**config.mk**
```make
export PLATFORM = sky130hd
export DESIGN_NAME = jtd_tap
export DESIGN_NICKNAME = d
export VERILOG_FILES = /design/src/core/jtd_tap.v
export VERILOG_INCLUDE_DIRS = /design/src /design/src/shared
export SDC_FILE = /design/constraint.sdc
export NUM_CORES = 1
export LEC_CHECK = 0
export BUFFER_PORTS_ARGS = -buffer_cell sky130_fd_sc_hd__buf_2
export CORE_MARGIN = 3
export CORE_UTILIZATION = 36
export CTS_BUF_LIST = sky130_fd_sc_hd__clkbuf_4 sky130_fd_sc_hd__clkbuf_8 sky130_fd_sc_hd__clkbuf_16
export DETAILED_ROUTE_END_ITERATION = 10
export SYNTH_ARGS = -nofsm -noshare
export SYNTH_HDL_FRONTEND = slang
export SYNTH_SLANG_ARGS = --single-unit
```
**constraint.sdc**
```tcl
create_clock -name REF_CLK -period 2.9 [get_ports REF_CLK]
set_input_delay 0 -clock REF_CLK [delete_from_list [all_inputs] [get_ports REF_CLK]]
set_output_delay 0 -clock REF_CLK [all_outputs]
set_load 0.02 [all_outputs]
```
**src/shared/jtd_defs.vh**
```
// Purpose: Constants for the test access port block
// Assumes: Included by the core file by bare name
// Notes:   Instruction codes, chain lengths, state codes, capture and identity values
`ifndef JTD_DEFS_VH
`define JTD_DEFS_VH

`define JTD_IR_W        8
`define JTD_OP_MEMCMD   8'h10
`define JTD_OP_MEMRD    8'h11
`define JTD_OP_MEMWR    8'h12
`define JTD_OP_PCCTX    8'h13
`define JTD_OP_DBGCTL   8'h14
`define JTD_OP_IDCODE   8'hFE
`define JTD_OP_EXTEST   8'hF8
`define JTD_OP_SAMPLE   8'hFA
`define JTD_OP_BYPASS   8'hFF
`define JTD_OP_RUNBIST  8'h07
`define JTD_OP_SCANTST  8'h0F

`define JTD_LEN_MEMCMD  6'd37
`define JTD_LEN_MEMRD   6'd32
`define JTD_LEN_MEMWR   6'd32
`define JTD_LEN_PCCTX   6'd37
`define JTD_LEN_DBGCTL  6'd15
`define JTD_LEN_ID      6'd32
`define JTD_LEN_BIST    6'd16
`define JTD_LEN_BSC     6'd8
`define JTD_LEN_BYPASS  6'd1

`define JTD_IR_CAPTURE  8'h01
// Identity value is arbitrary
`define JTD_ID_VALUE    32'h00000001

`define JTD_ST_TLR      4'h0
`define JTD_ST_RTI      4'h1
`define JTD_ST_SELDR    4'h2
`define JTD_ST_CAPDR    4'h3
`define JTD_ST_SHDR     4'h4
`define JTD_ST_EX1DR    4'h5
`define JTD_ST_PAUSEDR  4'h6
`define JTD_ST_EX2DR    4'h7
`define JTD_ST_UPDDR    4'h8
`define JTD_ST_SELIR    4'h9
`define JTD_ST_CAPIR    4'hA
`define JTD_ST_SHIR     4'hB
`define JTD_ST_EX1IR    4'hC
`define JTD_ST_PAUSEIR  4'hD
`define JTD_ST_EX2IR    4'hE
`define JTD_ST_UPDIR    4'hF

`endif

```
**src/core/jtd_tap.v**
```verilog
// Purpose: Test access port with instruction register and debug scan chains
// Assumes: REF_CLK far faster than TCK; TCK, TMS, TDI sampled by three flops
// Notes:   Private chains expose parallel capture and update ports only
`timescale 1ns/1ps
`include "jtd_defs.vh"

module jtd_tap (
	input  wire         REF_CLK,
	input  wire         NRST,
	input  wire         TCK,
	input  wire         TMS,
	input  wire         TDI,
	output reg          TDO_OUT,
	output reg          TDO_OE,
	input  wire [36:0]  MEM_CMD_CAP,
	input  wire [31:0]  MEM_RD_VALUE,
	input  wire [31:0]  MEM_WR_CAP,
	input  wire [36:0]  PC_CTX_VALUE,
	input  wire [14:0]  DBG_CTRL_CAP,
	input  wire [15:0]  BIST_RESULT,
	input  wire [7:0]   PIN_IN,
	output reg  [36:0]  MEM_CMD_OUT,
	output reg          MEM_CMD_STB,
	output reg  [31:0]  MEM_WR_OUT,
	output reg          MEM_WR_STB,
	output reg  [14:0]  DBG_CTRL_OUT,
	output reg          DBG_CTRL_STB,
	output reg  [7:0]   BSC_OUT,
	output reg          EXTEST_MODE,
	output reg          BIST_START,
	output reg          SCAN_TEST_MODE,
	output reg  [7:0]   IR_ACTIVE
);

	// Pin samplers: index 0 is TCK, 1 is TMS, 2 is TDI
	wire [2:0]  pin_raw;
	wire [2:0]  pin_agree;
	wire [2:0]  pin_new;
	wire [2:0]  pin_lvl;
	wire        tck_lvl;
	wire        tms_lvl;
	wire        tdi_lvl;
	wire        tck_rise;
	wire        tck_fall;
	wire        shifting;

	// Controller and shift path
	reg  [3:0]  state_ff;
	reg  [3:0]  nxt_state;
	reg  [7:0]  ir_sh_ff;
	reg  [7:0]  nxt_ir_sh;
	reg  [7:0]  nxt_ir_active;
	reg  [36:0] dr_sh_ff;
	reg  [36:0] nxt_dr_sh;
	reg  [36:0] dr_cap;
	reg  [5:0]  dr_len;
	reg         nxt_tdo;
	reg         bist_go;

	// Decoded controller states
	wire        st_tlr;
	wire        st_capdr;
	wire        st_shdr;
	wire        st_upddr;
	wire        st_capir;
	wire        st_shir;
	wire        st_updir;

	// Decoded instruction in force
	wire        sel_memcmd;
	wire        sel_memrd;
	wire        sel_memwr;
	wire        sel_pcctx;
	wire        sel_dbgctl;
	wire        sel_idcode;
	wire        sel_extest;
	wire        sel_sample;
	wire        sel_runbist;
	wire        sel_scantst;
	wire        sel_bsc;

	assign pin_raw = {TDI, TMS, TCK};

	genvar gi;
	generate
		for (gi = 0; gi < 3; gi = gi + 1) begin : g_pin
			reg [2:0] sync_ff;
			reg       lvl_ff;
			// TCK idles low, TMS and TDI idle high: no false edge after reset
			always @(posedge REF_CLK) begin
				if (!NRST) begin
					sync_ff <= (gi == 0) ? 3'h0 : 3'h7;
					lvl_ff  <= (gi != 0);
				end else begin
					sync_ff <= {sync_ff[1:0], pin_raw[gi]};
					if (sync_ff[1] == sync_ff[2])
						lvl_ff <= sync_ff[2];
				end
			end
			assign pin_agree[gi] = (sync_ff[1] == sync_ff[2]);
			assign pin_new[gi]   = sync_ff[2];
			assign pin_lvl[gi]   = lvl_ff;
		end
	endgenerate

	assign tck_lvl  = pin_lvl[0];
	assign tms_lvl  = pin_lvl[1];
	assign tdi_lvl  = pin_lvl[2];

	// Edge seen when the agreed level differs from the held one
	assign tck_rise = pin_agree[0] && pin_new[0] && !tck_lvl;
	assign tck_fall = pin_agree[0] && !pin_new[0] && tck_lvl;

	assign st_tlr   = (state_ff == `JTD_ST_TLR);
	assign st_capdr = (state_ff == `JTD_ST_CAPDR);
	assign st_shdr  = (state_ff == `JTD_ST_SHDR);
	assign st_upddr = (state_ff == `JTD_ST_UPDDR);
	assign st_capir = (state_ff == `JTD_ST_CAPIR);
	assign st_shir  = (state_ff == `JTD_ST_SHIR);
	assign st_updir = (state_ff == `JTD_ST_UPDIR);
	assign shifting = st_shdr || st_shir;

	assign sel_memcmd  = (IR_ACTIVE == `JTD_OP_MEMCMD);
	assign sel_memrd   = (IR_ACTIVE == `JTD_OP_MEMRD);
	assign sel_memwr   = (IR_ACTIVE == `JTD_OP_MEMWR);
	assign sel_pcctx   = (IR_ACTIVE == `JTD_OP_PCCTX);
	assign sel_dbgctl  = (IR_ACTIVE == `JTD_OP_DBGCTL);
	assign sel_idcode  = (IR_ACTIVE == `JTD_OP_IDCODE);
	assign sel_extest  = (IR_ACTIVE == `JTD_OP_EXTEST);
	assign sel_sample  = (IR_ACTIVE == `JTD_OP_SAMPLE);
	assign sel_runbist = (IR_ACTIVE == `JTD_OP_RUNBIST);
	assign sel_scantst = (IR_ACTIVE == `JTD_OP_SCANTST);
	// One code serves sample and preload
	assign sel_bsc     = sel_extest || sel_sample;

	always @* begin
		case (state_ff)
		`JTD_ST_TLR:     nxt_state = tms_lvl ? `JTD_ST_TLR   : `JTD_ST_RTI;
		`JTD_ST_RTI:     nxt_state = tms_lvl ? `JTD_ST_SELDR : `JTD_ST_RTI;
		`JTD_ST_SELDR:   nxt_state = tms_lvl ? `JTD_ST_SELIR : `JTD_ST_CAPDR;
		`JTD_ST_CAPDR:   nxt_state = tms_lvl ? `JTD_ST_EX1DR : `JTD_ST_SHDR;
		`JTD_ST_SHDR:    nxt_state = tms_lvl ? `JTD_ST_EX1DR : `JTD_ST_SHDR;
		`JTD_ST_EX1DR:   nxt_state = tms_lvl ? `JTD_ST_UPDDR : `JTD_ST_PAUSEDR;
		`JTD_ST_PAUSEDR: nxt_state = tms_lvl ? `JTD_ST_EX2DR : `JTD_ST_PAUSEDR;
		`JTD_ST_EX2DR:   nxt_state = tms_lvl ? `JTD_ST_UPDDR : `JTD_ST_SHDR;
		`JTD_ST_UPDDR:   nxt_state = tms_lvl ? `JTD_ST_SELDR : `JTD_ST_RTI;
		`JTD_ST_SELIR:   nxt_state = tms_lvl ? `JTD_ST_TLR   : `JTD_ST_CAPIR;
		`JTD_ST_CAPIR:   nxt_state = tms_lvl ? `JTD_ST_EX1IR : `JTD_ST_SHIR;
		`JTD_ST_SHIR:    nxt_state = tms_lvl ? `JTD_ST_EX1IR : `JTD_ST_SHIR;
		`JTD_ST_EX1IR:   nxt_state = tms_lvl ? `JTD_ST_UPDIR : `JTD_ST_PAUSEIR;
		`JTD_ST_PAUSEIR: nxt_state = tms_lvl ? `JTD_ST_EX2IR : `JTD_ST_PAUSEIR;
		`JTD_ST_EX2IR:   nxt_state = tms_lvl ? `JTD_ST_UPDIR : `JTD_ST_SHIR;
		`JTD_ST_UPDIR:   nxt_state = tms_lvl ? `JTD_ST_SELDR : `JTD_ST_RTI;
		default:         nxt_state = `JTD_ST_TLR;
		endcase
	end

	// Selected chain length; undefined codes fall to bypass
	always @* begin
		case (IR_ACTIVE)
		`JTD_OP_MEMCMD:  dr_len = `JTD_LEN_MEMCMD;
		`JTD_OP_MEMRD:   dr_len = `JTD_LEN_MEMRD;
		`JTD_OP_MEMWR:   dr_len = `JTD_LEN_MEMWR;
		`JTD_OP_PCCTX:   dr_len = `JTD_LEN_PCCTX;
		`JTD_OP_DBGCTL:  dr_len = `JTD_LEN_DBGCTL;
		`JTD_OP_IDCODE:  dr_len = `JTD_LEN_ID;
		`JTD_OP_EXTEST:  dr_len = `JTD_LEN_BSC;
		`JTD_OP_SAMPLE:  dr_len = `JTD_LEN_BSC;
		`JTD_OP_RUNBIST: dr_len = `JTD_LEN_BIST;
		default:         dr_len = `JTD_LEN_BYPASS;
		endcase
	end

	// Parallel value loaded at Capture-DR, zero above the chain
	always @* begin
		dr_cap = 37'h0;
		if (sel_memcmd)
			dr_cap = MEM_CMD_CAP;
		else if (sel_memrd)
			dr_cap[31:0] = MEM_RD_VALUE;
		else if (sel_memwr)
			dr_cap[31:0] = MEM_WR_CAP;
		else if (sel_pcctx)
			dr_cap = PC_CTX_VALUE;
		else if (sel_dbgctl)
			dr_cap[14:0] = DBG_CTRL_CAP;
		else if (sel_idcode)
			dr_cap[31:0] = `JTD_ID_VALUE;
		else if (sel_bsc)
			dr_cap[7:0] = PIN_IN;
		else if (sel_runbist)
			dr_cap[15:0] = BIST_RESULT;
		else
			dr_cap = 37'h0;
	end

	// Shift right; TDI enters at the top of the selected chain
	always @* begin
		nxt_dr_sh = dr_sh_ff;
		if (st_capdr)
			nxt_dr_sh = dr_cap;
		else if (st_shdr) begin
			nxt_dr_sh = dr_sh_ff >> 1;
			nxt_dr_sh[dr_len - 6'd1] = tdi_lvl;
		end
	end

	always @* begin
		nxt_ir_sh = ir_sh_ff;
		if (st_capir)
			nxt_ir_sh = `JTD_IR_CAPTURE;
		else if (st_shir)
			nxt_ir_sh = {tdi_lvl, ir_sh_ff[7:1]};
	end

	// Entering or staying in Test-Logic-Reset restores the identity code
	always @* begin
		nxt_ir_active = IR_ACTIVE;
		bist_go = 1'b0;
		if (st_tlr || (nxt_state == `JTD_ST_TLR))
			nxt_ir_active = `JTD_OP_IDCODE;
		else if (st_updir) begin
			nxt_ir_active = ir_sh_ff;
			bist_go = (ir_sh_ff == `JTD_OP_RUNBIST);
		end
	end

	always @* begin
		if (st_shir)
			nxt_tdo = ir_sh_ff[0];
		else
			nxt_tdo = dr_sh_ff[0];
	end

	// Controller and shift registers advance only on a detected TCK rise
	always @(posedge REF_CLK) begin
		if (!NRST) begin
			state_ff  <= `JTD_ST_TLR;
			ir_sh_ff  <= 8'h00;
			dr_sh_ff  <= 37'h0;
			IR_ACTIVE <= `JTD_OP_IDCODE;
		end else if (tck_rise) begin
			state_ff  <= nxt_state;
			ir_sh_ff  <= nxt_ir_sh;
			dr_sh_ff  <= nxt_dr_sh;
			IR_ACTIVE <= nxt_ir_active;
		end
	end

	// TDO and its enable move only on a detected TCK fall
	always @(posedge REF_CLK) begin
		if (!NRST) begin
			TDO_OUT <= 1'b0;
			TDO_OE  <= 1'b0;
		end else if (tck_fall) begin
			TDO_OUT <= nxt_tdo;
			TDO_OE  <= shifting;
		end
	end

	// Mode levels trail the instruction in force by one cycle
	always @(posedge REF_CLK) begin
		if (!NRST) begin
			EXTEST_MODE    <= 1'b0;
			SCAN_TEST_MODE <= 1'b0;
			BIST_START     <= 1'b0;
		end else begin
			EXTEST_MODE    <= sel_extest;
			SCAN_TEST_MODE <= sel_scantst;
			BIST_START     <= tck_rise && bist_go;
		end
	end

	// Update-DR loads the parallel side; strobes last one cycle
	always @(posedge REF_CLK) begin
		if (!NRST) begin
			MEM_CMD_OUT  <= 37'h0;
			MEM_CMD_STB  <= 1'b0;
			MEM_WR_OUT   <= 32'h0;
			MEM_WR_STB   <= 1'b0;
			DBG_CTRL_OUT <= 15'h0;
			DBG_CTRL_STB <= 1'b0;
			BSC_OUT      <= 8'h00;
		end else begin
			MEM_CMD_STB  <= 1'b0;
			MEM_WR_STB   <= 1'b0;
			DBG_CTRL_STB <= 1'b0;
			if (tck_rise && st_upddr) begin
				if (sel_memcmd) begin
					MEM_CMD_OUT <= dr_sh_ff;
					MEM_CMD_STB <= 1'b1;
				end
				if (sel_memwr) begin
					MEM_WR_OUT <= dr_sh_ff[31:0];
					MEM_WR_STB <= 1'b1;
				end
				if (sel_dbgctl) begin
					DBG_CTRL_OUT <= dr_sh_ff[14:0];
					DBG_CTRL_STB <= 1'b1;
				end
				// Boundary update register drives the pins in external test
				if (sel_bsc)
					BSC_OUT <= dr_sh_ff[7:0];
			end
		end
	end

endmodule

```
==> results of run 1 <==
[cell usage in the layout, fill, tap and decap left out, drive strengths merged, types with 13 or more instances in the layout]
| cell type | netlist | final |
|---|---|---|
| a21oi | 139 | 139 |
| a221oi | 14 | 14 |
| a22oi | 21 | 21 |
| buf | 28 | 345 |
| clkbuf | 57 | 20 |
| dfxtp | 169 | 169 |
| inv | 17 | 24 |
| mux2i | 13 | 13 |
| mux4 | 21 | 21 |
| nand2 | 218 | 218 |
| nand2b | 16 | 16 |
| nand3 | 23 | 23 |
| nor2 | 60 | 60 |
| nor3 | 35 | 35 |
| o211ai | 15 | 15 |
| o21ai | 57 | 57 |
[cells by family after synthesis]
logic type      Yosys count
buf+inv                 102
compound gates          315
fa+ha+maj                 3
mux                      41
flops                   169
simple gates            396
xor+xnor                  3
[path summary, 6_finish.rpt]
| path | from | endpoint | depth (start not counted) |
|---|---|---|---|
| max | IR_ACTIVE[7] | dr_sh_ff[9] | 11 |
| min | NRST | ir_sh_ff[6] | 3 |
| max reg2reg | IR_ACTIVE[7] | dr_sh_ff[9] | 11 |
| min reg2reg | g_pin[2].sync_ff[0] | g_pin[2].sync_ff[1] | 1 |
[state kept, by name (all words and copies together) (netlist names)]
signal          count
BIST_START          1
BSC_OUT             8
DBG_CTRL_OUT       15
DBG_CTRL_STB        1
EXTEST_MODE         1
IR_ACTIVE           8
MEM_CMD_OUT        37
MEM_CMD_STB         1
MEM_WR_OUT         32
MEM_WR_STB          1
SCAN_TEST_MODE      1
TDO_OE              1
TDO_OUT             1
dr_sh_ff           37
g_pin.lvl_ff        3
g_pin.sync_ff       9
ir_sh_ff            8
state_ff            4
[area by class of cell]
cell class                 count  area, sq um
fill                        2229        11290
multi-input combinational    758         4499
sequential                   169         3386
timing repair buffer         353         1984
clock buffer                  20        454.2
tap                          280        350.3
clock inverter                12        200.2
inverter                      17        66.31
[stage by stage]
step	cell area (sq um)	std cells	power, mW	worst slack, ns	util
2_1_floorplan	8283	1029	2.457	0.02261	-
3_3_place_gp	10190	1568	2.611	0.1726	0.4584
3_5_place_dp	10190	1568	2.611	0.1219	0.4584
4_1_cts	10920	1608	5.143	0.1091	0.4914
5_1_grt	10940	1609	5.268	0.003754	0.4922
6_report	10940	1609	5.095	0.1659	0.4922
[worst register-to-register path, cell delays in order (launching register included)]
cell and delay (ns):
sky130_fd_sc_hd__dfxtp_1 0.33, sky130_fd_sc_hd__or4_1 0.58, sky130_fd_sc_hd__a21oi_2 0.17, sky130_fd_sc_hd__o21ai_2 0.07
sky130_fd_sc_hd__inv_1 0.07, sky130_fd_sc_hd__ha_2 0.20, sky130_fd_sc_hd__nand3b_1 0.09, sky130_fd_sc_hd__o22ai_2 0.10
sky130_fd_sc_hd__o2bb2ai_1 0.12, sky130_fd_sc_hd__or3b_4 0.43, sky130_fd_sc_hd__or3_1 0.35, sky130_fd_sc_hd__a31oi_1 0.15
[layer usage]
metal  routed length (um)  up-vias
met1                13700     4176
met4                  500        0
met2                13790      421
met5                    0        -
li1                     -     4263
met3                 2335       33
[repair_timing]
action                     CTS  global route
setup endpoints to repair    0             3
hold endpoints to repair     8             0
resized for setup            0             2
hold buffers                 8             0
buffers inserted             0             1
[power by group]
group	switching [mW]	leakage, nW	total, mW	internal, mW
Combinational	0.107	2.79	0.239	0.132
Clock	1.01	0.324	2.53	1.52
Sequential	0.00318	1.36	2.33	2.33
==> results.md, run 1 <==
Run status:
- The run finished with clean final reports.

Yosys:
- Synthesis produced 1029 cells.
- Counting flops with a built-in enable in the synthesized netlist gives 0.
- The share of synthesized area spent on multiplexers is 0.08241.
- Of the synthesized area, sequential elements account for 0.4089.
- The register bit total from synthesis is 169.
- The post-synthesis compound-gate area fraction came to 0.2348.
- The share of the synthesized area in the top cell type is 0.4089.
- By count the netlist is led by 218 x sky130_fd_sc_hd__nand2_1, 169 x sky130_fd_sc_hd__dfxtp_1, 138 x sky130_fd_sc_hd__a21oi_1, 57 x sky130_fd_sc_hd__clkbuf_1, 56 x sky130_fd_sc_hd__nor2_1.
- The total number of yosys warnings is 0.
- Yosys instantiated no cell more often than sky130_fd_sc_hd__nand2_1.
- The largest area contributor in the netlist is sky130_fd_sc_hd__dfxtp_1.
- The post-synthesis instance area is 0.008274 sq mm.
- The share of flip-flops with an asynchronous set or reset after synthesis is 0.
- The leading register cell type out of synthesis is sky130_fd_sc_hd__dfxtp_1.
- The xor and xnor area share after synthesis is 0.003176.
- Yosys mapped the design onto 64 distinct sky130hd cell types.
- By area, the combinational part of the netlist is dominated by compound AO/OA/AOI/OAI gates.
- The fraction of the mapped netlist area in adder cells is 0.004537.
- In the post-synthesis netlist, the biggest area contributors are sky130_fd_sc_hd__dfxtp_1 41%, sky130_fd_sc_hd__nand2_1 9.9%, sky130_fd_sc_hd__a21oi_1 8.3%.
- After synthesis, the mean cell area works out to 8.041 sq um.
- The area share of and/or/nand/nor cells after synthesis is 0.2140.
- The total nets after synthesis is 1214.

Clock network:
- The longest clock path from root to sink contains 2 buffers.
- The number of H-tree levels is 4.
- After clock tree synthesis, the clock-pin slew on the worst setup and hold paths is 0.07 ns.
- The number of buffers created by CTS is 17.
- The later pin in the worst-skew pair is clocked with a latency of 0.43 ns.
- The TritonCTS clock tree is done.
- The clock net sink count is 169.
- In this run the clock root is driven by a sky130_fd_sc_hd__clkbuf_16.

GRT:
- In the global route stage, overall resource usage came out at 0.2365.
- The via count of the first global-routing pass came to 8147.
- The met1 capacity usage during global routing is 0.3329.
- The global routing met2 resource utilization is 0.3729.
- The first-pass GRT wire length is 45600 um.
- The global routing stage identified its most utilized layer as met2.
- The met3 demand-to-capacity share in global routing is 0.05194.
- The final global-route overflow total is 0.
- The pin count of the biggest net entering global routing is 52.
- The number of antenna violations at the first check in global routing came to 0.

Timing:
- For the final routed database, the setup TNS stands at 0 ns.
- The max-slew violation total from the final report came to 0.
- The worst slack on hold paths is 0.01482 ns.
- Headroom to the max-slew limit came out at 0.5364.
- Setup repair after global routing left no endpoint under its margin.
- The slew at the pin closest to its max-slew limit is 0.6954 ns.
- Dividing the final minimum period by the clock period gives 0.9428.
- For this run, the top clock speed supported by timing is 0.3657 GHz.
- The time the worst path needs with I/O delays and setup is 2.734 ns.
- The clock tree skew after final layout is 0.01564 ns.
- The final hold violation count is 0.
- Setup violations remaining at the end of the flow were counted as 0.

Worst setup path:
- The number of buffers and inverters on the critical path is 1.
- The largest fanout on the critical path is 6.
- Traced cell by cell, the critical path runs through or4_1, a21oi_2, o21ai_2, inv_1, ha_2, nand3b_1, o22ai_2, o2bb2ai_1, or3b_4, or3_1, a31oi_1.
- The sort of element at the start of the critical path is a flop.
- In this run the register-to-register setup slack is 0.17 ns.
- The data arrival time of the critical path is 3.09 ns.
- The cell family with the largest share of critical-path delay is simple AND/OR/NAND/NOR gates.
- The maximum cell stage delay along the critical path is 0.58 ns.
- The critical path in this run is classified as reg -> reg.
- The worst setup path is captured at a flop.
- At the worst endpoint, the required time is 3.25 ns.
- The largest individual stage delay along the critical path comes from the cell sky130_fd_sc_hd__or4_1.

Floorplanning:
- The region available for standard cell placement spans 0.02223 sq mm.
- The x dimension of the die is 157.6 um.
- The I/O pin total is 290.
- The floorplan has 54 rows.
- The starting utilization of the core area is 0.3722.
- The height of the die is 157.6 um.
- The floorplan step defined a die boundary enclosing 0.02484 sq mm.

Drt:
- The total vias in the final route is 8893.
- The number of design rule violations left after detail routing is 0.
- The first routing iteration left 650 violations.
- The final layout contains routed wiring with a total length of 30320 um.
- Using the TritonRoute via totals, the vias-per-cell ratio works out to 5.527.
- The average wire per cell in the routed design is 18.85 um.
- The number of search-and-repair iterations in the first detailed-routing pass is 5.
- The final antenna-violating net count is 0.

Cells and area:
- Of the cells placed in the final design, the portion with a size suffix greater than 1 is 0.3205.
- The layout overhead on the synthesized area is 32.22%.
- The number of diodes added for antenna fixing is 0.
- The post-layout net count is 1501.

Flow run:
- The max-capacitance violation count is 0.

Power:
- The worst supply voltage drop on vdd is 0.3969 mV.
- The leakage power summed over all cells is 4.474 nW.
- Power spread over the standard cell area amounts to 465.7 mW/mm^2.

Placement:
- The final weighted congestion in routability-driven placement is 0.9037.
- The count of buffers from port buffering is 289.
- The half-perimeter wire length of the detailed placement result is 22480 um.

Hold path:
- The worst hold path class is in -> reg.
No activity file was read; power rests on OpenSTA's default activity.
==> run 2: changes to the inputs <==
--- a/config.mk
+++ b/config.mk
@@ -8,7 +8,7 @@
 export LEC_CHECK = 0
 export BUFFER_PORTS_ARGS = -buffer_cell sky130_fd_sc_hd__buf_2
 export CORE_MARGIN = 3
-export CORE_UTILIZATION = 36
+export CORE_UTILIZATION = 35
 export CTS_BUF_LIST = sky130_fd_sc_hd__clkbuf_4 sky130_fd_sc_hd__clkbuf_8 sky130_fd_sc_hd__clkbuf_16
 export DETAILED_ROUTE_END_ITERATION = 10
 export SYNTH_ARGS = -nofsm -noshare
==> results.md, run 2 (same netlist as run 1, synthesis figures left out) <==
Run status:
- The run finished with clean final reports.

Power:
- The part of the power in registers was 0.484 (+0.027).
- The total chip power came to 4.814 mW (-5.5%).
- The share of total power in combinational logic is 0.049 (+0.002).
- The leakage power summed over all cells was 4.400 nW (-1.7%).
- The relative contribution of the clock network to total power is 0.467 (-0.029).
- The power density of the placed cells came to 442.9 mW/mm^2 (-4.9%).
- The switching power is 1.116 mW (about the same).
- The fraction of power spent switching nets is 0.2319 (+0.01262).
- The cell internal power dissipation is 3.697 mW (-7.0%).
- The worst supply voltage drop on vdd was 0.2819 mV (-29%).

Hold path:
- The worst hold path depth is 5 (+2).
- The worst hold path terminates at dr_sh_ff[6].
- The worst hold path class is in -> reg.
- The worst hold path begins at PC_CTX_VALUE[6].

Cells and area:
- The share of layout cells above drive strength 1 came to 0.3210 (+0.0004552).
- The largest registers in the layout are MEM_CMD_OUT (37), dr_sh_ff (37), MEM_WR_OUT (32).
- The post-layout net count is 1496 (-0.33%).
- The design area came to 0.01087 sq mm (-0.65%).
- In the layout the commonest cells are 289 x sky130_fd_sc_hd__buf_2, 218 x sky130_fd_sc_hd__nand2_1, 165 x sky130_fd_sc_hd__dfxtp_1, 138 x sky130_fd_sc_hd__a21oi_1.
- The number of diodes added for antenna fixing is 0 (unchanged).
- Leaving out fill and tap cells, the most frequent cell in the layout is sky130_fd_sc_hd__buf_2.
- The layout overhead on the synthesized area is 31.36%.

Drt:
- The final antenna-violating net count was 0 (unchanged).
- The ratio of routed vias to standard cells was 5.317 (-3.8%).
- The detailed router's first-iteration violation count is 739 (+14%).
- The number of design rule violations left after detail routing was 0 (unchanged).
- The total vias in the final route was 8704 (-2.1%).
- The number of search-and-repair iterations in the first detailed-routing pass is 5 (unchanged).
- The average wire per cell in the routed design is 18.46 um (-2.1%).
- The detailed-route wire length is 30220 um (-0.35%).

Clock network:
- The post-CTS setup buffer count came to 0 (unchanged).
- TritonCTS built the clock tree.
- The buffer depth of the longest clock path is 2 (unchanged).
- The cell at the root of the clock tree is sky130_fd_sc_hd__clkbuf_16.
- The number of buffers created by CTS is 17 (unchanged).
- The clock-pin slew of the registers on the worst-case setup and hold paths is 0.07 ns (about the same).
- The number of H-tree levels was 4 (unchanged).
- The clock latency reported for the late side of the worst-skew pair came to 0.43 ns (about the same).
- The clock net sink count came to 169 (unchanged).

Timing:
- The final sum of negative setup slack was 0 ns (unchanged).
- The time the worst path needs with I/O delays and setup is 2.754 ns (+0.01983 ns).
- The clock tree skew after final layout is 0.01248 ns (-0.003170 ns).
- The max-slew violation total from the final report is 0 (unchanged).
- The headroom to the max-slew limit is 0.4153 (-0.1211).
- The final hold violation count is 0 (unchanged).
- Setup repair after global routing left no endpoint under its margin.
- The share of the clock period used by the worst path after layout came to 0.9496 (+0.006837).
- The achievable clock frequency is 0.3631 GHz (-0.72%).
- The count of endpoints failing setup in the final report was 0 (unchanged).
- The slew at the pin closest to its max-slew limit is 0.8771 ns (+0.1817 ns).

Worst setup path:
- The data arrival time of the critical path was 3.10 ns (about the same).
- The worst reg2reg path depth is 10 (-1).
- The largest fanout on the critical path came to 7 (+1).
- The slack of the worst reg-to-reg path is 0.15 ns (-0.02 ns).
- The sort of element at the start of the critical path is a flop.
- The kind of capture point of the worst setup path is a flop.
- The endpoint of the lowest-slack register-to-register path is dr_sh_ff[9].
- The critical setup path kind is reg -> reg.
- The worst register-to-register path begins at IR_ACTIVE[3].
- The critical path required time is 3.25 ns (about the same).

GRT:
- The first-pass GRT wire length was 46780 um (+2.6%).
- The pin count of the biggest net entering global routing came to 56 (+7.7%).
- The number of antenna violations at the first check in global routing is 0 (unchanged).
- The total routing usage reported by global routing is 0.2279 (-0.008591).
- The final global-route overflow total is 0 (unchanged).
- The via count of the first global-routing pass is 8305 (+1.9%).

Floorplanning:
- The standard cell core area came to 0.02292 sq mm (+3.1%).
- The floorplan row count is 55 (+1.9%).
- The I/O pin total is 290 (unchanged).
- The x dimension of the die was 159.8 um (+1.4%).
- The die outline area is 0.02552 sq mm (+2.7%).
- The height of the die came to 159.8 um (+1.4%).
- The starting utilization of the core area is 0.3611 (-0.01116).

Placement:
- The half-perimeter wire length of the detailed placement result is 22410 um (-0.31%).
- The final weighted congestion in routability-driven placement is 0.9028 (about the same).
- The cell area reported after detailed placement is 0.01018 sq mm (-0.14%).
- The count of buffers from port buffering is 289 (unchanged).

Flow run:
- The max-capacitance violation count came to 0 (unchanged).
==> run 2: through the flow <==
step / instances / hold WS (ns) / setup WS [ns] / utilization
detailed placement: 1597 / 0.1952 / 0.1150 / 0.4441
floorplan: 1029 / 0.07310 / 0.02261 / -
CTS: 1637 / 0.005092 / 0.09452 / 0.4732
global route: 1637 / 0.04226 / 0.008136 / 0.4743
global placement: 1597 / 0.2044 / 0.1498 / 0.4441
finish: 1637 / 0.01611 / 0.1460 / 0.4743
==> run 2: cell type report <==
class / instances / area, sq um
clock buffer: 19 / 446.7
clock inverter: 13 / 141.4
inverter: 17 / 66.31
sequential: 169 / 3388
multi-input combinational: 758 / 4513
timing repair buffer: 348 / 1922
fill: 2316 / 12050
tap: 313 / 391.6
==> run 2: critical path, cell delays in order, from the launching register on <==
cell                        delay (ns)
sky130_fd_sc_hd__dfxtp_1          0.35
sky130_fd_sc_hd__buf_4            0.17
sky130_fd_sc_hd__or4b_4           0.51
sky130_fd_sc_hd__nor3_4           0.15
sky130_fd_sc_hd__inv_1            0.07
sky130_fd_sc_hd__ha_1             0.19
sky130_fd_sc_hd__buf_4            0.16
sky130_fd_sc_hd__o2bb2ai_1        0.12
sky130_fd_sc_hd__or3b_4           0.43
sky130_fd_sc_hd__or3_1            0.35
sky130_fd_sc_hd__a31oi_1          0.16
==> run 2: what timing repair did <==
item / in CTS / in global routing
gates resized for setup: 0 / 7
endpoints found under the setup margin: 0 / 8
hold buffers: 8 / 0
hold endpoints to repair: 9 / 0
==> run 2: power groups by stage <==
stage | sequential [mW] | combinational, mW | clock (mW)
3_5_place_dp | 2.38 | 0.227 | 0
3_3_place_gp | 2.38 | 0.225 | 0
2_1_floorplan | 2.38 | 0.0748 | 0
5_1_grt | 2.33 | 0.258 | 2.38
4_1_cts | 2.33 | 0.236 | 2.28
6_report | 2.33 | 0.235 | 2.25
==> run 2: per-layer routing <==
metal | vias up | routed length (um) | global-route usage
met3 | 31 | 2039 | 0.04358
met4 | 0 | 492 | 0.05491
met2 | 326 | 14100 | 0.3671
met1 | 4090 | 13590 | 0.3164
met5 | - | 0 | 0
li1 | 4257 | - | -
==> run 2: worst max-delay path by stage <==
stage,to,start,cells past startpoint
after floorplan,dr_sh_ff[9],IR_ACTIVE[3],13
after global placement,dr_sh_ff[9],IR_ACTIVE[7],11
after CTS,dr_sh_ff[9],IR_ACTIVE[7],11
after detailed placement,dr_sh_ff[9],IR_ACTIVE[7],11
final,dr_sh_ff[9],IR_ACTIVE[3],10
after global routing,dr_sh_ff[9],IR_ACTIVE[7],11
==> run 3: changes to the inputs <==
--- a/config.mk
+++ b/config.mk
@@ -11,6 +11,7 @@
 export CORE_UTILIZATION = 35
 export CTS_BUF_LIST = sky130_fd_sc_hd__clkbuf_4 sky130_fd_sc_hd__clkbuf_8 sky130_fd_sc_hd__clkbuf_16
 export DETAILED_ROUTE_END_ITERATION = 10
+export GPL_TIMING_DRIVEN = 0
 export SYNTH_ARGS = -nofsm -noshare
 export SYNTH_HDL_FRONTEND = slang
 export SYNTH_SLANG_ARGS = --single-unit
==> results.md, run 3 (same netlist as run 1, synthesis figures left out) <==
Drt:
- The final antenna-violating net count is 0 (unchanged).
- The detailed-route wire length is 33290 um (+10%).
- The ratio of routed vias to standard cells is 5.426 (+2.1%).
- The number of design rule violations left after detail routing is 0 (unchanged).
- The number of search-and-repair iterations in the first detailed-routing pass came to 7 (+2).
- The detailed router's first-iteration violation count is 767 (+3.8%).
- The average wire per cell in the routed design is 19.81 um (+7.3%).
- The total vias in the final route is 9116 (+4.7%).

Cells and area:
- The filler-free cell count of the finished design is 1680 (+2.6%).
- The library cell used most frequently in the layout, excluding fill and tap cells, is sky130_fd_sc_hd__buf_2.
- The area growth from synthesis to layout is 32.78%.
- In the layout the commonest cells are 305 x sky130_fd_sc_hd__buf_2, 217 x sky130_fd_sc_hd__nand2_1, 164 x sky130_fd_sc_hd__dfxtp_1, 138 x sky130_fd_sc_hd__a21oi_1.
- The largest registers in the layout are MEM_CMD_OUT (37), dr_sh_ff (37), MEM_WR_OUT (32).
- The core occupancy in the finished layout was 0.4794 (+0.005132).
- The share of layout cells above drive strength 1 is 0.3040 (-0.01697).
- The number of inserted filler cells in the final layout is 2298 (-0.78%).
- The post-layout net count came to 1538 (+2.8%).

Hold path:
- The capture endpoint of the worst hold path is dr_sh_ff[6].
- The worst hold path class is in -> reg.
- The worst hold path depth is 5 (unchanged).
- The launch instance of the worst min-delay path is PC_CTX_VALUE[6].

Worst setup path:
- In this run the critical register-to-register path is launched from IR_ACTIVE[1].
- The worst reg2reg path depth was 6 (-4).
- The kind of capture point of the worst setup path is a flop.
- The critical path required time is 3.20 ns (-0.05 ns).
- The critical path in this run is classified as reg -> reg.
- The most numerous cell on the critical path is sky130_fd_sc_hd__clkbuf_1.
- The slack of the worst reg-to-reg path came to 0.1 ns (-0.05 ns).
- The critical-path cell with the highest stage delay is sky130_fd_sc_hd__clkbuf_1.
- The data arrival time of the critical path is 3.10 ns (about the same).
- The endpoint of the lowest-slack register-to-register path is dr_sh_ff[28].
- The maximum cell stage delay along the critical path was 0.69 ns (+0.18 ns).
- The signal on the critical path passes through clkbuf_8, clkbuf_1, clkbuf_1, mux4_2, a221oi_1, nor3_1.
- The sort of element at the start of the critical path is a flop.
- The largest fanout on the critical path was 10 (+3).

Placement:
- The half-perimeter wire length of the detailed placement result is 25450 um (+14%).
- The count of buffers from port buffering is 289 (unchanged).
- The final weighted congestion in routability-driven placement was 0.9188 (+1.8%).
- The cell count after placement is 1631 (+2.1%).

Timing:
- The share of the clock period used by the worst path after layout is 0.9665 (+0.01688).
- The max-slew violation total from the final report is 0 (unchanged).
- The achievable clock frequency is 0.3568 GHz (-1.7%).
- The headroom to the max-slew limit is 0.4236 (+0.008357).
- The time the worst path needs with I/O delays and setup is 2.803 ns (+0.04895 ns).
- The clock tree skew after final layout is 0.01305 ns (+0.0005774 ns).
- The slew at the pin closest to its max-slew limit is 0.8645 ns (-0.01254 ns).
- The count of endpoints failing setup in the final report came to 0 (unchanged).
- The worst slack on hold paths was 0.02961 ns (+0.01349 ns).
- The final hold violation count is 0 (unchanged).

Clock network:
- The number of H-tree levels is 4 (unchanged).
- The buffer depth of the longest clock path is 2 (unchanged).
- The TritonCTS clock tree is done.
- The clock-pin slew of the registers on the worst-case setup and hold paths came to 0.06 ns (about the same).
- The clock net sink count is 169 (unchanged).
- The tree is rooted in a sky130_fd_sc_hd__clkbuf_16.
- The number of buffers created by CTS came to 17 (unchanged).
- The clock latency reported for the late side of the worst-skew pair was 0.43 ns (about the same).

Power:
- The power density of the placed cells was 449.6 mW/mm^2 (+1.5%).
- The total chip power is 4.940 mW (+2.6%).
- The worst supply voltage drop on vdd is 0.3182 mV (+13%).
- The leakage power summed over all cells is 4.418 nW (+0.40%).

Run status:
- The flow ran to the end, and the final reports show no timing, DRC or antenna violations.

Floorplanning:
- The starting utilization of the core area was 0.3611 (unchanged).
- The die outline area is 0.02552 sq mm (unchanged).
- The standard cell core area is 0.02292 sq mm (unchanged).
- The I/O pin total is 290 (unchanged).
- The height of the die is 159.8 um (unchanged).
- The floorplan row count came to 55 (unchanged).
- The x dimension of the die came to 159.8 um (unchanged).

GRT:
- The first-pass GRT wire length is 50540 um (+8.0%).
- The final global-route overflow total is 0 (unchanged).
- The total routing usage reported by global routing is 0.2524 (+0.02450).
- The number of antenna violations at the first check in global routing was 2 (+2).
- The via count of the first global-routing pass came to 8847 (+6.5%).
- The pin count of the biggest net entering global routing is 17 (-70%).

Flow run:
- The max-capacitance violation count came to 0 (unchanged).
==> run 3: cell types whose count changed in the layout (fill, tap and decap cells not counted), sizes merged, moves of 2 or more <==
| cell | delta |
|---|---|
| buf | -14 |
| clkbuf | +59 |
| diode | +2 |
| clkinv | -4 |
==> run 3: timing repair <==
item / CTS / global route
setup endpoints to repair: 27 / 57
pin swaps: 4 / 5
resized for setup: 21 / 15
buffers inserted: 10 / 2
hold endpoints to repair: 7 / 0
hold buffers: 7 / 0
==> run 3: metrics by stage <==
| step | instance area, sq um | setup TNS [ns] | setup WS, ns |
|---|---|---|---|
| after floorplan | 8283 | 0 | 0.02261 |
| after CTS | 10940 | -0.001952 | -0.001952 |
| after detailed placement | 10120 | -5.411 | -0.5079 |
| after global routing | 10990 | -0.01842 | -0.01356 |
| final | 10990 | 0 | 0.09708 |
| after global placement | 10120 | -5.654 | -0.5542 |
==> run 3: power breakdown <==
part | internal [mW] | switching, mW
sequential | 2.32 | 0.00275
clock | 1.38 | 0.993
combinational | 0.130 | 0.115
==> run 3: final cells by class <==
| type | count | area [sq um] | area share |
|---|---|---|---|
| Antenna cell | 2 | 5.005 | 0.0004555 |
| Buffer | 82 | 374.1 | 0.03405 |
| Clock buffer | 21 | 480.5 | 0.04373 |
| Clock inverter | 10 | 130.1 | 0.01184 |
| Sequential cell | 169 | 3395 | 0.3090 |
| Tap cell | 313 | 391.6 | 0.03565 |
| Multi-Input combinational cell | 758 | 4541 | 0.4133 |
| Inverter | 17 | 63.81 | 0.005808 |
| Timing Repair Buffer | 308 | 1607 | 0.1462 |
==> run 3: how the worst max path moves through the flow <==
stage	startpoint	to	slack, ns	depth (start not counted)
floorplan	IR_ACTIVE[3]	dr_sh_ff[9]	0.02	13
global placement	IR_ACTIVE[7]	dr_sh_ff[11]	-0.55	9
detailed placement	IR_ACTIVE[7]	dr_sh_ff[11]	-0.51	9
CTS	IR_ACTIVE[7]	dr_sh_ff[27]	-0.002	11
global route	IR_ACTIVE[4]	dr_sh_ff[9]	-0.01	12
finish	IR_ACTIVE[1]	dr_sh_ff[28]	0.1	6
==> run 3: critical path: cells and delay by family, from the launching register on <==
kind	cells	cell delay [ns]
flip-flops	1	0.36
AND/OR/NAND/NOR	1	0.07
buffers and inverters	3	1.46
multiplexers	1	0.45
AO/OA/AOI/OAI	1	0.31
==> run 3: per-layer routing <==
metal  GRT usage  vias to the layer above  routed length (um)
met2      0.3999                      440               15190
met3     0.06044                       68                2801
met5           0                        -                   0
met4     0.08834                        0                1034
li1            -                     4343                   -
met1      0.3371                     4265               14250
